==> src/core/lbc_regs.svh <==
// constant definitions for the lookaside cache bus control
`ifndef LBC_REGS_SVH
`define LBC_REGS_SVH
`define LBC_AW 32
`define LBC_DW 64
`define LBC_TT_READ 1
`define LBC_TT_DATA 3
`define LBC_TT_CLEAN 5'h00
`define LBC_TT_RD_LOW 4'ha
`define LBC_LINE_LSB 5
`define LBC_BEAT_LSB 3
`define LBC_LAST_BURST 2'h3
`define LBC_LAST_SINGLE 2'h0
`define LBC_FIFO_DEPTH 8
`define LBC_FILL_MAX_LEVEL 4'h4
`endif

==> src/core/lbc_pkg.sv <==
// shared types for the lookaside cache bus control
`include "lbc_regs.svh"
package lbc_pkg;
   typedef struct packed {
      logic [`LBC_AW-1:0] addr;
      logic [0:4] tt;
      logic burst;
      logic inhibit;
      logic wthru;
   } lbc_req_t;
   typedef enum logic [4:0] {
      DK_OTHER = 5'h01, DK_HIT_RD = 5'h02, DK_HIT_WR = 5'h04, DK_FILL = 5'h08, DK_UPD = 5'h10
   } lbc_kind_t;
   typedef struct packed {
      lbc_kind_t kind;
      logic burst;
      logic [`LBC_AW-1:0] addr;
   } lbc_ten_t;
   typedef enum logic [2:0] {
      TO_NONE = 3'h0, TO_INVAL = 3'h1, TO_FILL = 3'h2, TO_DIRTY = 3'h3, TO_CLEAN = 3'h4
   } lbc_tag_op_t;
   typedef struct packed {
      lbc_tag_op_t op;
      logic [`LBC_AW-1:0] addr;
   } lbc_tag_upd_t;
   typedef struct packed {
      logic [`LBC_AW-1:0] addr;
      logic [`LBC_DW-1:0] data;
   } lbc_wr_t;
   typedef enum logic [2:0] {WB_IDLE = 3'h1, WB_HOLD = 3'h2, WB_RUN = 3'h4} lbc_wb_st_t;
endpackage : lbc_pkg

==> src/core/lbc_fifo.sv <==
// write-data fifo between the bus capture and the data array
`timescale 1ns/1ps
module lbc_fifo #(
   parameter int W = 8,
   parameter int D = 8
) (
   input wire logic clk,
   input wire logic reset_n,
   input wire logic clk_en,
   input wire logic in_valid,
   output logic in_ready,
   input wire logic [W-1:0] in_data,
   output logic out_valid,
   input wire logic out_ready,
   output logic [W-1:0] out_data,
   output logic [$clog2(D):0] level
);
   localparam int AW = $clog2(D);
   logic [W-1:0] mem [D];
   logic [AW-1:0] wp_q, rp_q;
   logic [AW:0] cnt_q;
   logic out_v_q;
   logic [W-1:0] out_q;
   logic push, load, bypass, from_mem, mem_wr;

   assign in_ready = (cnt_q != (AW+1)'(D));
   assign push = in_valid & in_ready;
   assign load = ~out_v_q | out_ready;
   assign bypass = load & push & (cnt_q == '0);
   assign from_mem = load & (cnt_q != '0);
   assign mem_wr = push & ~bypass;
   assign out_valid = out_v_q;
   assign out_data = out_q;
   assign level = cnt_q;

   always_ff @(posedge clk) begin
      if (clk_en && mem_wr) begin
         mem[wp_q] <= in_data;
      end
   end

   always_ff @(posedge clk or negedge reset_n) begin
      if (!reset_n) begin
         wp_q <= '0;
         rp_q <= '0;
         cnt_q <= '0;
      end else if (clk_en) begin
         if (mem_wr) wp_q <= AW'(wp_q + 1'b1);
         if (from_mem) rp_q <= AW'(rp_q + 1'b1);
         cnt_q <= (AW+1)'(cnt_q + mem_wr - from_mem);
      end
   end

   // head word always comes out of a register
   always_ff @(posedge clk or negedge reset_n) begin
      if (!reset_n) begin
         out_v_q <= 1'b0;
         out_q <= '0;
      end else if (clk_en && load) begin
         out_v_q <= from_mem | bypass;
         if (from_mem) out_q <= mem[rp_q];
         else if (bypass) out_q <= in_data;
      end
   end
endmodule : lbc_fifo

==> src/core/lbc_ctrl.sv <==
// lookaside secondary cache bus control: claims, ack pacing, fills, retries
`timescale 1ns/1ps
////////////////////////////////////////////////////////////////////////////////
////////////////////////////////////////////////////////////////////////////////
`include "lbc_regs.svh"
module lbc_ctrl
   import lbc_pkg::*;
(
   input wire logic clk,
   input wire logic reset_n,
   input wire logic clk_en,
   input wire logic retry_free_fast_mode,
   input wire logic ts,
   input wire lbc_req_t req,
   input wire logic proc_addr_grant,
   input wire logic proc_data_grant,
   input wire logic proc_bus_request,
   input wire logic aack_seen,
   input wire logic artry_seen,
   input wire logic ta_seen,
   input wire logic tea_seen,
   input wire logic [`LBC_DW-1:0] bus_data,
   input wire logic tag_hit,
   input wire logic tag_dirty,
   output logic hit_claim_drive,
   output logic hit_claim_drive_en,
   output logic aack_drive,
   output logic aack_drive_en,
   output logic artry_drive,
   output logic artry_drive_en,
   output logic ta_drive,
   output logic ta_drive_en,
   output logic [`LBC_DW-1:0] data_drive,
   output logic data_drive_en,
   output logic [`LBC_AW-1:0] arr_rd_addr,
   input wire logic [`LBC_DW-1:0] arr_rd_data,
   output logic arr_wr_valid,
   input wire logic arr_wr_ready,
   output lbc_wr_t arr_wr,
   output lbc_tag_upd_t tag_win_upd,
   output lbc_tag_upd_t tag_end_upd,
   output lbc_tag_upd_t tag_wb_upd,
   output logic wb_bus_request,
   output logic [`LBC_AW-1:0] wb_addr,
   input wire logic wb_done
);
   function automatic logic [`LBC_AW-1:0] beat_addr(logic [`LBC_AW-1:0] a, logic [1:0] b);
      logic [1:0] w;
      w = 2'(a[`LBC_LINE_LSB-1:`LBC_BEAT_LSB] + b);
      return {a[`LBC_AW-1:`LBC_LINE_LSB], w, {`LBC_BEAT_LSB{1'b0}}};
   endfunction : beat_addr

   ////////////////////////////////////////////////////////////////////////////
   // address tenure decode
   logic ag_q, ap_q, win_q, brw_q, tail_dat_q, inv_q, aw_q, artry_q;
   logic [`LBC_AW-1:0] tenure_addr_q;
   logic snoop, pr, is_rd, is_dat, snoop_rd, claim_rd, claim_wr, ci_clean, ci_dirty;
   logic wt_hit, sn_hit, retry_now, fill, upd, room, enq, drop;
   logic snl_q, upd_arm_q;
   logic [`LBC_AW-1:0] snl_addr_q, upd_addr_q;
   logic [`LBC_FIFO_DEPTH == 8 ? 3 : 3:0] wq_level;

   assign snoop = ts & ~ag_q;
   assign pr = ts & ag_q;
   assign is_rd = req.tt[`LBC_TT_READ];
   assign is_dat = req.tt[`LBC_TT_DATA];
   assign snoop_rd = snoop & ((req.tt == `LBC_TT_CLEAN) | (is_dat & is_rd & (req.tt[1:4] == `LBC_TT_RD_LOW)));
   assign claim_rd = pr & is_dat & is_rd & tag_hit & ~req.inhibit;
   assign claim_wr = pr & is_dat & ~is_rd & tag_hit & ~req.inhibit & ~req.wthru;
   assign ci_clean = pr & is_dat & is_rd & tag_hit & req.inhibit & ~tag_dirty;
   assign ci_dirty = pr & is_dat & is_rd & tag_hit & req.inhibit & tag_dirty;
   assign wt_hit = pr & is_dat & ~is_rd & tag_hit & tag_dirty & ~req.burst
                 & (req.inhibit | req.wthru);
   assign sn_hit = snoop_rd & tag_hit & tag_dirty;
   assign retry_now = ci_dirty | wt_hit | sn_hit;
   assign room = (wq_level <= `LBC_FILL_MAX_LEVEL);
   assign fill = pr & is_dat & is_rd & ~tag_hit & req.burst & ~req.inhibit & room;
   assign upd = pr & is_dat & ~is_rd & upd_arm_q & room
              & (req.addr[`LBC_AW-1:`LBC_LINE_LSB] == upd_addr_q[`LBC_AW-1:`LBC_LINE_LSB]);
   assign enq = ts & is_dat;
   assign drop = win_q & artry_seen & tail_dat_q;

   always_ff @(posedge clk or negedge reset_n) begin
      if (!reset_n) begin
         ag_q <= 1'b0;
         ap_q <= 1'b0;
         win_q <= 1'b0;
         brw_q <= 1'b0;
         tail_dat_q <= 1'b0;
         inv_q <= 1'b0;
         tenure_addr_q <= '0;
      end else if (clk_en) begin
         ag_q <= proc_addr_grant;
         ap_q <= ts | (ap_q & ~aack_seen);
         win_q <= ap_q & aack_seen;
         brw_q <= win_q & artry_seen;
         if (ts) begin
            tail_dat_q <= is_dat;
            inv_q <= ci_clean;
            tenure_addr_q <= req.addr;
         end
      end
   end

   // retry is held from the cycle after the start through the retry window
   always_ff @(posedge clk or negedge reset_n) begin
      if (!reset_n) begin
         artry_q <= 1'b0;
      end else if (clk_en) begin
         artry_q <= retry_now | (artry_q & ~win_q);
      end
   end
   assign artry_drive = artry_q;
   assign artry_drive_en = artry_q;

   always_ff @(posedge clk or negedge reset_n) begin
      if (!reset_n) begin
         tag_win_upd <= '0;
      end else if (clk_en) begin
         tag_win_upd.op <= (win_q & ~artry_seen & inv_q) ? TO_INVAL : TO_NONE;
         tag_win_upd.addr <= tenure_addr_q;
      end
   end

   ////////////////////////////////////////////////////////////////////////////
   // outstanding data tenures
   lbc_ten_t q_q [2];
   lbc_ten_t q_d [2];
   lbc_ten_t ten_new, front;
   logic [1:0] cnt_q, cnt_d, beat_q, last_beat, rd_beat;
   logic fin, ours, act, start, ten_q, gs_q, end_q, prv_rd_q, stream_ok;
   logic wq_push, wq_ready;
   logic [`LBC_AW-1:0] rd_line;

   assign front = q_q[0];
   assign ours = (front.kind == DK_HIT_RD) | (front.kind == DK_HIT_WR);
   assign last_beat = front.burst ? `LBC_LAST_BURST : `LBC_LAST_SINGLE;
   assign fin = (cnt_q != 2'h0) & ((ta_seen & (beat_q == last_beat)) | tea_seen);
   assign ten_new.kind = claim_rd ? DK_HIT_RD : claim_wr ? DK_HIT_WR : fill ? DK_FILL
                       : upd ? DK_UPD : DK_OTHER;
   assign ten_new.burst = req.burst;
   assign ten_new.addr = req.addr;

   always_comb begin
      q_d = q_q;
      cnt_d = cnt_q;
      if (fin) begin
         q_d[0] = q_q[1];
         cnt_d = cnt_q - 2'h1;
      end
      if (drop && cnt_d != 2'h0) begin
         cnt_d = cnt_d - 2'h1;
      end
      if (enq && cnt_d != 2'h2) begin
         q_d[cnt_d[0]] = ten_new;
         cnt_d = cnt_d + 2'h1;
      end
   end

   always_ff @(posedge clk or negedge reset_n) begin
      if (!reset_n) begin
         q_q[0] <= '{kind: DK_OTHER, burst: 1'b0, addr: '0};
         q_q[1] <= '{kind: DK_OTHER, burst: 1'b0, addr: '0};
         cnt_q <= 2'h0;
         beat_q <= 2'h0;
      end else if (clk_en) begin
         q_q <= q_d;
         cnt_q <= cnt_d;
         if (fin || cnt_d == 2'h0) beat_q <= 2'h0;
         else if (ta_seen) beat_q <= beat_q + 2'h1;
      end
   end

   // data grant is taken as qualified, the busy line is not looked at
   assign stream_ok = retry_free_fast_mode & prv_rd_q & (front.kind == DK_HIT_RD);
   assign start = (cnt_q != 2'h0) & ~ten_q & gs_q & (~end_q | stream_ok);
   assign act = ten_q | start;

   always_ff @(posedge clk or negedge reset_n) begin
      if (!reset_n) begin
         gs_q <= 1'b0;
         end_q <= 1'b0;
         prv_rd_q <= 1'b0;
         ten_q <= 1'b0;
      end else if (clk_en) begin
         gs_q <= proc_data_grant & (~ten_q | fin);
         end_q <= fin;
         prv_rd_q <= fin & ~tea_seen & (front.kind == DK_HIT_RD);
         ten_q <= act & ~fin & (cnt_d != 2'h0);
      end
   end

   // our reads ack every cycle; our writes stall only on a full write queue
   assign ta_drive = act & ((front.kind == DK_HIT_RD) | ((front.kind == DK_HIT_WR) & wq_ready));
   assign ta_drive_en = act & ours;
   assign data_drive_en = act & (front.kind == DK_HIT_RD);

   // array read address looks one beat ahead so the data leaves a flop
   always_comb begin
      rd_line = front.addr;
      rd_beat = ta_drive ? beat_q + 2'h1 : beat_q;
      if (fin) begin
         rd_line = (cnt_q == 2'h2) ? q_q[1].addr : req.addr;
         rd_beat = 2'h0;
      end else if (cnt_q == 2'h0) begin
         rd_line = req.addr;
         rd_beat = 2'h0;
      end
   end
   assign arr_rd_addr = beat_addr(rd_line, rd_beat);

   always_ff @(posedge clk or negedge reset_n) begin
      if (!reset_n) begin
         data_drive <= '0;
      end else if (clk_en) begin
         data_drive <= arr_rd_data;
      end
   end

   assign wq_push = (ta_drive & (front.kind == DK_HIT_WR))
                  | ((cnt_q != 2'h0) & ta_seen & ((front.kind == DK_FILL) | (front.kind == DK_UPD)));

   lbc_fifo #(.W($bits(lbc_wr_t)), .D(`LBC_FIFO_DEPTH)) u_wq (
      .clk(clk),
      .reset_n(reset_n),
      .clk_en(clk_en),
      .in_valid(wq_push),
      .in_ready(wq_ready),
      .in_data({beat_addr(front.addr, beat_q), bus_data}),
      .out_valid(arr_wr_valid),
      .out_ready(arr_wr_ready),
      .out_data(arr_wr),
      .level(wq_level)
   );

   always_ff @(posedge clk or negedge reset_n) begin
      if (!reset_n) begin
         tag_end_upd <= '0;
      end else if (clk_en) begin
         tag_end_upd.addr <= front.addr;
         tag_end_upd.op <= TO_NONE;
         if (fin && !tea_seen) begin
            case (front.kind)
               DK_HIT_WR: tag_end_upd.op <= TO_DIRTY;
               DK_FILL: tag_end_upd.op <= TO_FILL;
               DK_UPD: tag_end_upd.op <= TO_CLEAN;
               default: tag_end_upd.op <= TO_NONE;
            endcase
         end
      end
   end

   ////////////////////////////////////////////////////////////////////////////
   // claim and address acknowledge pacing
   always_ff @(posedge clk or negedge reset_n) begin
      if (!reset_n) begin
         aw_q <= 1'b0;
      end else if (clk_en) begin
         aw_q <= claim_rd | claim_wr | (aw_q & ~aack_drive);
      end
   end

   assign aack_drive = aw_q & ((cnt_q == 2'h1)
                     | ((cnt_q == 2'h2) & ours & ta_drive & (beat_q == last_beat)));
   assign aack_drive_en = aack_drive;
   assign hit_claim_drive = aw_q;
   assign hit_claim_drive_en = aw_q;

   ////////////////////////////////////////////////////////////////////////////
   // write back after retry and update from the processor's copy
   lbc_wb_st_t wb_st_q;

   always_ff @(posedge clk or negedge reset_n) begin
      if (!reset_n) begin
         wb_st_q <= WB_IDLE;
         wb_addr <= '0;
      end else if (clk_en) begin
         case (wb_st_q)
            WB_IDLE: begin
               if (retry_now) begin
                  wb_st_q <= WB_HOLD;
                  wb_addr <= req.addr;
               end
            end
            WB_HOLD: begin
               if (brw_q) wb_st_q <= proc_bus_request ? WB_IDLE : WB_RUN;
            end
            WB_RUN: begin
               if (wb_done) wb_st_q <= WB_IDLE;
            end
            default: wb_st_q <= WB_IDLE;
         endcase
      end
   end
   assign wb_bus_request = (wb_st_q == WB_RUN);

   always_ff @(posedge clk or negedge reset_n) begin
      if (!reset_n) begin
         tag_wb_upd <= '0;
      end else if (clk_en) begin
         tag_wb_upd.op <= (wb_st_q == WB_RUN && wb_done) ? TO_CLEAN : TO_NONE;
         tag_wb_upd.addr <= wb_addr;
      end
   end

   always_ff @(posedge clk or negedge reset_n) begin
      if (!reset_n) begin
         snl_q <= 1'b0;
         snl_addr_q <= '0;
         upd_arm_q <= 1'b0;
         upd_addr_q <= '0;
      end else if (clk_en) begin
         if (ts) begin
            snl_q <= snoop_rd & tag_hit;
            snl_addr_q <= req.addr;
         end else if (brw_q) begin
            snl_q <= 1'b0;
         end
         if (brw_q && snl_q && proc_bus_request) begin
            upd_arm_q <= 1'b1;
            upd_addr_q <= snl_addr_q;
         end else if (upd && enq) begin
            upd_arm_q <= 1'b0;
         end
      end
   end
endmodule : lbc_ctrl

==> config.mk <==
export PLATFORM = sky130hd
export DESIGN_NAME = lbc_ctrl
export DESIGN_NICKNAME = d
export VERILOG_FILES = /design/src/core/lbc_pkg.sv /design/src/core/lbc_fifo.sv /design/src/core/lbc_ctrl.sv
export VERILOG_INCLUDE_DIRS = /design/src /design/src/core
export SDC_FILE = /design/constraint.sdc
export NUM_CORES = 2
export LEC_CHECK = 0
export ABC_AREA = 1
export BUFFER_PORTS_ARGS = -buffer_cell sky130_fd_sc_hd__buf_2
export CORE_AREA = 2 2 357 359
export CTS_BUF_LIST = sky130_fd_sc_hd__clkbuf_4
export DETAILED_ROUTE_END_ITERATION = 7
export DIE_AREA = 0 0 359 361
export GPL_TIMING_DRIVEN = 0
export HOLD_SLACK_MARGIN = 0.06
export SETUP_SLACK_MARGIN = 0.02
export SYNTH_ARGS = -nofsm -noshare
export SYNTH_HDL_FRONTEND = slang
export SYNTH_SLANG_ARGS = --single-unit
==> constraint.sdc <==
create_clock -name clk -period 21.2 [get_ports clk]
set_input_delay 2.12 -clock clk [delete_from_list [all_inputs] [get_ports clk]]
set_output_delay 2.12 -clock clk [all_outputs]
set_load 0.02 [all_outputs]
==> results.toml <==
[critical_path]
startpoint = "ta_seen"
cp-start-kind = "primary input"
cp.arrival_ns = 5.08
crit_path_end_kind = "output pin"
r2r_start = "cnt_q[0]"
crit_fanout = 10
required_ns = 19.08
worst-setup-path-type = "primary input to output pin"

[synth]
synth.distinct_cells = 40
ys_top_cells_by_area = "edfxtp_1, dfrtp_1, nand2_1, o21ai_0, mux2i_1"
async_flop_share_pct = 38.1
synth_cells = 4476
synth_area_mm2 = 0.0499
synth_top_area_share_pct = 44.8
avgSynthCellArea_um2 = 11.2
synth_seq_cells = 1201
yosys.area.top_type = "edfxtp_1"
synth_seq_area_share_pct = 67.7
ys_warn_count = 0
synthFlopType = "edfxtp_1"
synth-edff-count = 744

[final_layout]
drive_gt1_share_pct = 21.7
layoutNonFillerInstCount = 7278
fin_nets = 5598
areaGrowthSynthToFinish_pct = 19.6
fill_cells = 11606

[timing]
skew_ns = 0.115
relSlewSlack_pct = 17.9
fin_crit_sh_pct = 33.9
fmax_ghz = 0.139
worst_pin_slew_ns = 1.23
slew_violations = 0
finalSetupTns_ns = 0
setup_viol = 0
timing.final.crit_period_ns = 7.20
rsz0062_at_grt = "no"
hold_viol = 0

[worst_hold_path]
hp-start = "tag_win_upd[3]"
hold_class = "flop to flop"

[detailed_routing]
drt_iter0_markers = 3035
wire_per_inst_um = 21.9
drt-total-wl_um = 160000
vias_per_cell = 5.19
ant_nets = 0
vias = 37752
firstDrtPassIters = 6
remaining_drc_errors = 0

[pwr]
leakage_nw = 25.8
max-vdd-ir-drop_uv = 96.3
power.density_mw_per_mm2 = 137

[floorplanning]
die_h_um = 361
fp.coreArea_mm2 = 0.125
dieArea_mm2 = 0.130
die_w_um = 359
ioPinCount = 524
initial_core_util_pct = 39.8
core.rowCount = 130

[cts]
clock_tree.root_cell = "clkbuf_4"
post_cts_buffers = 0
clock_latency_ns = 1.28
cts_tree = "yes"
cts_hold_buf = 0
clock-sinks = 1201
clock_path_buffers = 4
ctsHtreeMaxLevel = 5
cts.clk_slew.worst_paths_ns = 0.06
cts.repair.resized = 0
cts_inserted_buffers = 333

[grt]
overflow = 0
grt_pass1_vias = 37825
grt_first_pass_wirelength_um = 237000
antenna_found_initial = 30
grt_usage_pct = 24.4
grt_max_degree = 113

[placed_design]
io_buffers = 512
post-place-cells = 6712
dp_hpwl_um = 115000
gp_congestion = 0.912

[run]
maxCapViolCount = 0

[run_status]
outcome = "finished, final reports clean"
## routing by layer
layer / up-vias / wire (um) / track usage, %
li1: 17557 / - / -
met4: 26 / 6380 / 11.7
met3: 380 / 12700 / 6.16
met2: 1544 / 77400 / 40.6
met5: - / 173 / 0
met1: 18245 / 63000 / 29.8
## report_power, final
| group | switching, mW | internal [mW] | leakage, nW |
|---|---|---|---|
| logic | 2.11 | 0.882 | 10.9 |
| registers | 0.266 | 2.86 | 12.5 |
| clock network | 0.954 | 1.10 | 2.44 |
## registers in the layout, indices dropped and copies added (netlist names), 27 cells and up, named ones only
register / flops
u_wq.mem: 744
upd_addr_q: 27
snl_addr_q: 32
tag_wb_upd: 33
data_drive: 64
u_wq.out_data: 93
front: 38
wb_addr: 32
tag_end_upd: 35
tag_win_upd: 33
## synthesized netlist by cell type (2+ instances only)
cell type,instances
a21oi_1,196
buf_1,30
buf_2,59
buf_4,21
buf_6,8
clkbuf_1,178
dfrtp_1,454
dfstp_2,3
edfxtp_1,744
ha_1,16
inv_1,343
inv_2,9
mux2i_1,186
nand2_1,1029
nand2_2,4
nand3_1,132
nand4_1,10
nor2_1,61
nor2_2,2
nor3_1,14
nor4_1,2
o211ai_1,182
o21ai_0,651
o21ai_1,80
o21ai_2,2
o22ai_1,27
o31ai_1,3
or2_2,2
xnor2_1,8
xor2_1,10
## worst max-delay path, stage by stage
cell      delay (ns)
buf_2           0.10
inv_1           0.05
nor2_1          0.19
nand3_2         0.19
nand2_2         0.19
clkbuf_1        0.51
clkbuf_1        0.52
o21ai_0         0.28
ha_1            0.27
xnor3_1         0.46
buf_2           0.20
## per-stage QoR
step | total power [mW] | hold slack [ns] | instance area, um2 | util [%] | setup WS, ns
detailed placement | 6.15 | 0.453 | 55600 | 44.4 | 14.10
CTS | 8.22 | 0.467 | 59700 | 47.6 | 14.08
floorplan | 4.88 | 0.442 | 50000 | - | 11.14
global route | 8.65 | 0.490 | 59700 | 47.6 | 13.94
finish | 8.17 | 0.465 | 59700 | 47.6 | 14.00
global placement | 6.10 | 0.450 | 54600 | 43.5 | 2.63
## layout by cell type (no fill, tap or decap), drive strengths merged, types with 11 or more instances in the layout
master	Yosys	final
a21oi	196	196
diode	0	21
o21ai	733	733
clkinv	0	30
nand4	11	11
nor3	15	15
ha	16	16
mux2i	186	186
dfrtp	454	454
edfxtp	744	744
clkbuf	178	687
nand2	1033	1033
nand3	133	133
o211ai	182	182
o22ai	27	27
nor2	63	63
buf	118	695
inv	352	356
## cell families (layout without fill, tap and decap cells)
group / count (synthesis) / in the layout / synth area share [%]
fa+ha+maj: 17 / 17 / 0.441
compound gates: 1144 / 1144 / 12.5
mux: 186 / 186 / 3.73
flops: 1201 / 1201 / 67.7
other cells: 1 / 31 / 0.00751
xor+xnor: 19 / 19 / 0.361
simple gates: 1260 / 1260 / 10.0
buf+inv: 648 / 1770 / 5.30
## final timing paths
path / endpoint / slack, ns / depth (start not counted)
max: arr_rd_addr[4] / 14.00 / 11
min: tag_win_upd[3] / 0.46 / 2
max reg2reg: front[35] / 16.84 / 19
min reg2reg: tag_win_upd[3] / 0.46 / 2
max in group asynchronous: data_drive[8] / 19.09 / 3
min in group asynchronous: data_drive[49] / 0.73 / 1
## area by class of cell
| type | instances | area, um2 | share of cell area (%) |
|---|---|---|---|
| clock inverter | 36 | 191 | 0.321 |
| inverter | 352 | 1320 | 2.21 |
| buffer | 296 | 1320 | 2.22 |
| timing repair buffer | 577 | 3570 | 5.97 |
| sequential | 1201 | 33800 | 56.6 |
| multi-input combinational | 2636 | 13600 | 22.7 |
| tap | 1650 | 2060 | 3.46 |
| antenna | 21 | 52.6 | 0.0880 |
| clock buffer | 509 | 3820 | 6.40 |
No activity file was read; power rests on OpenSTA's default activity.
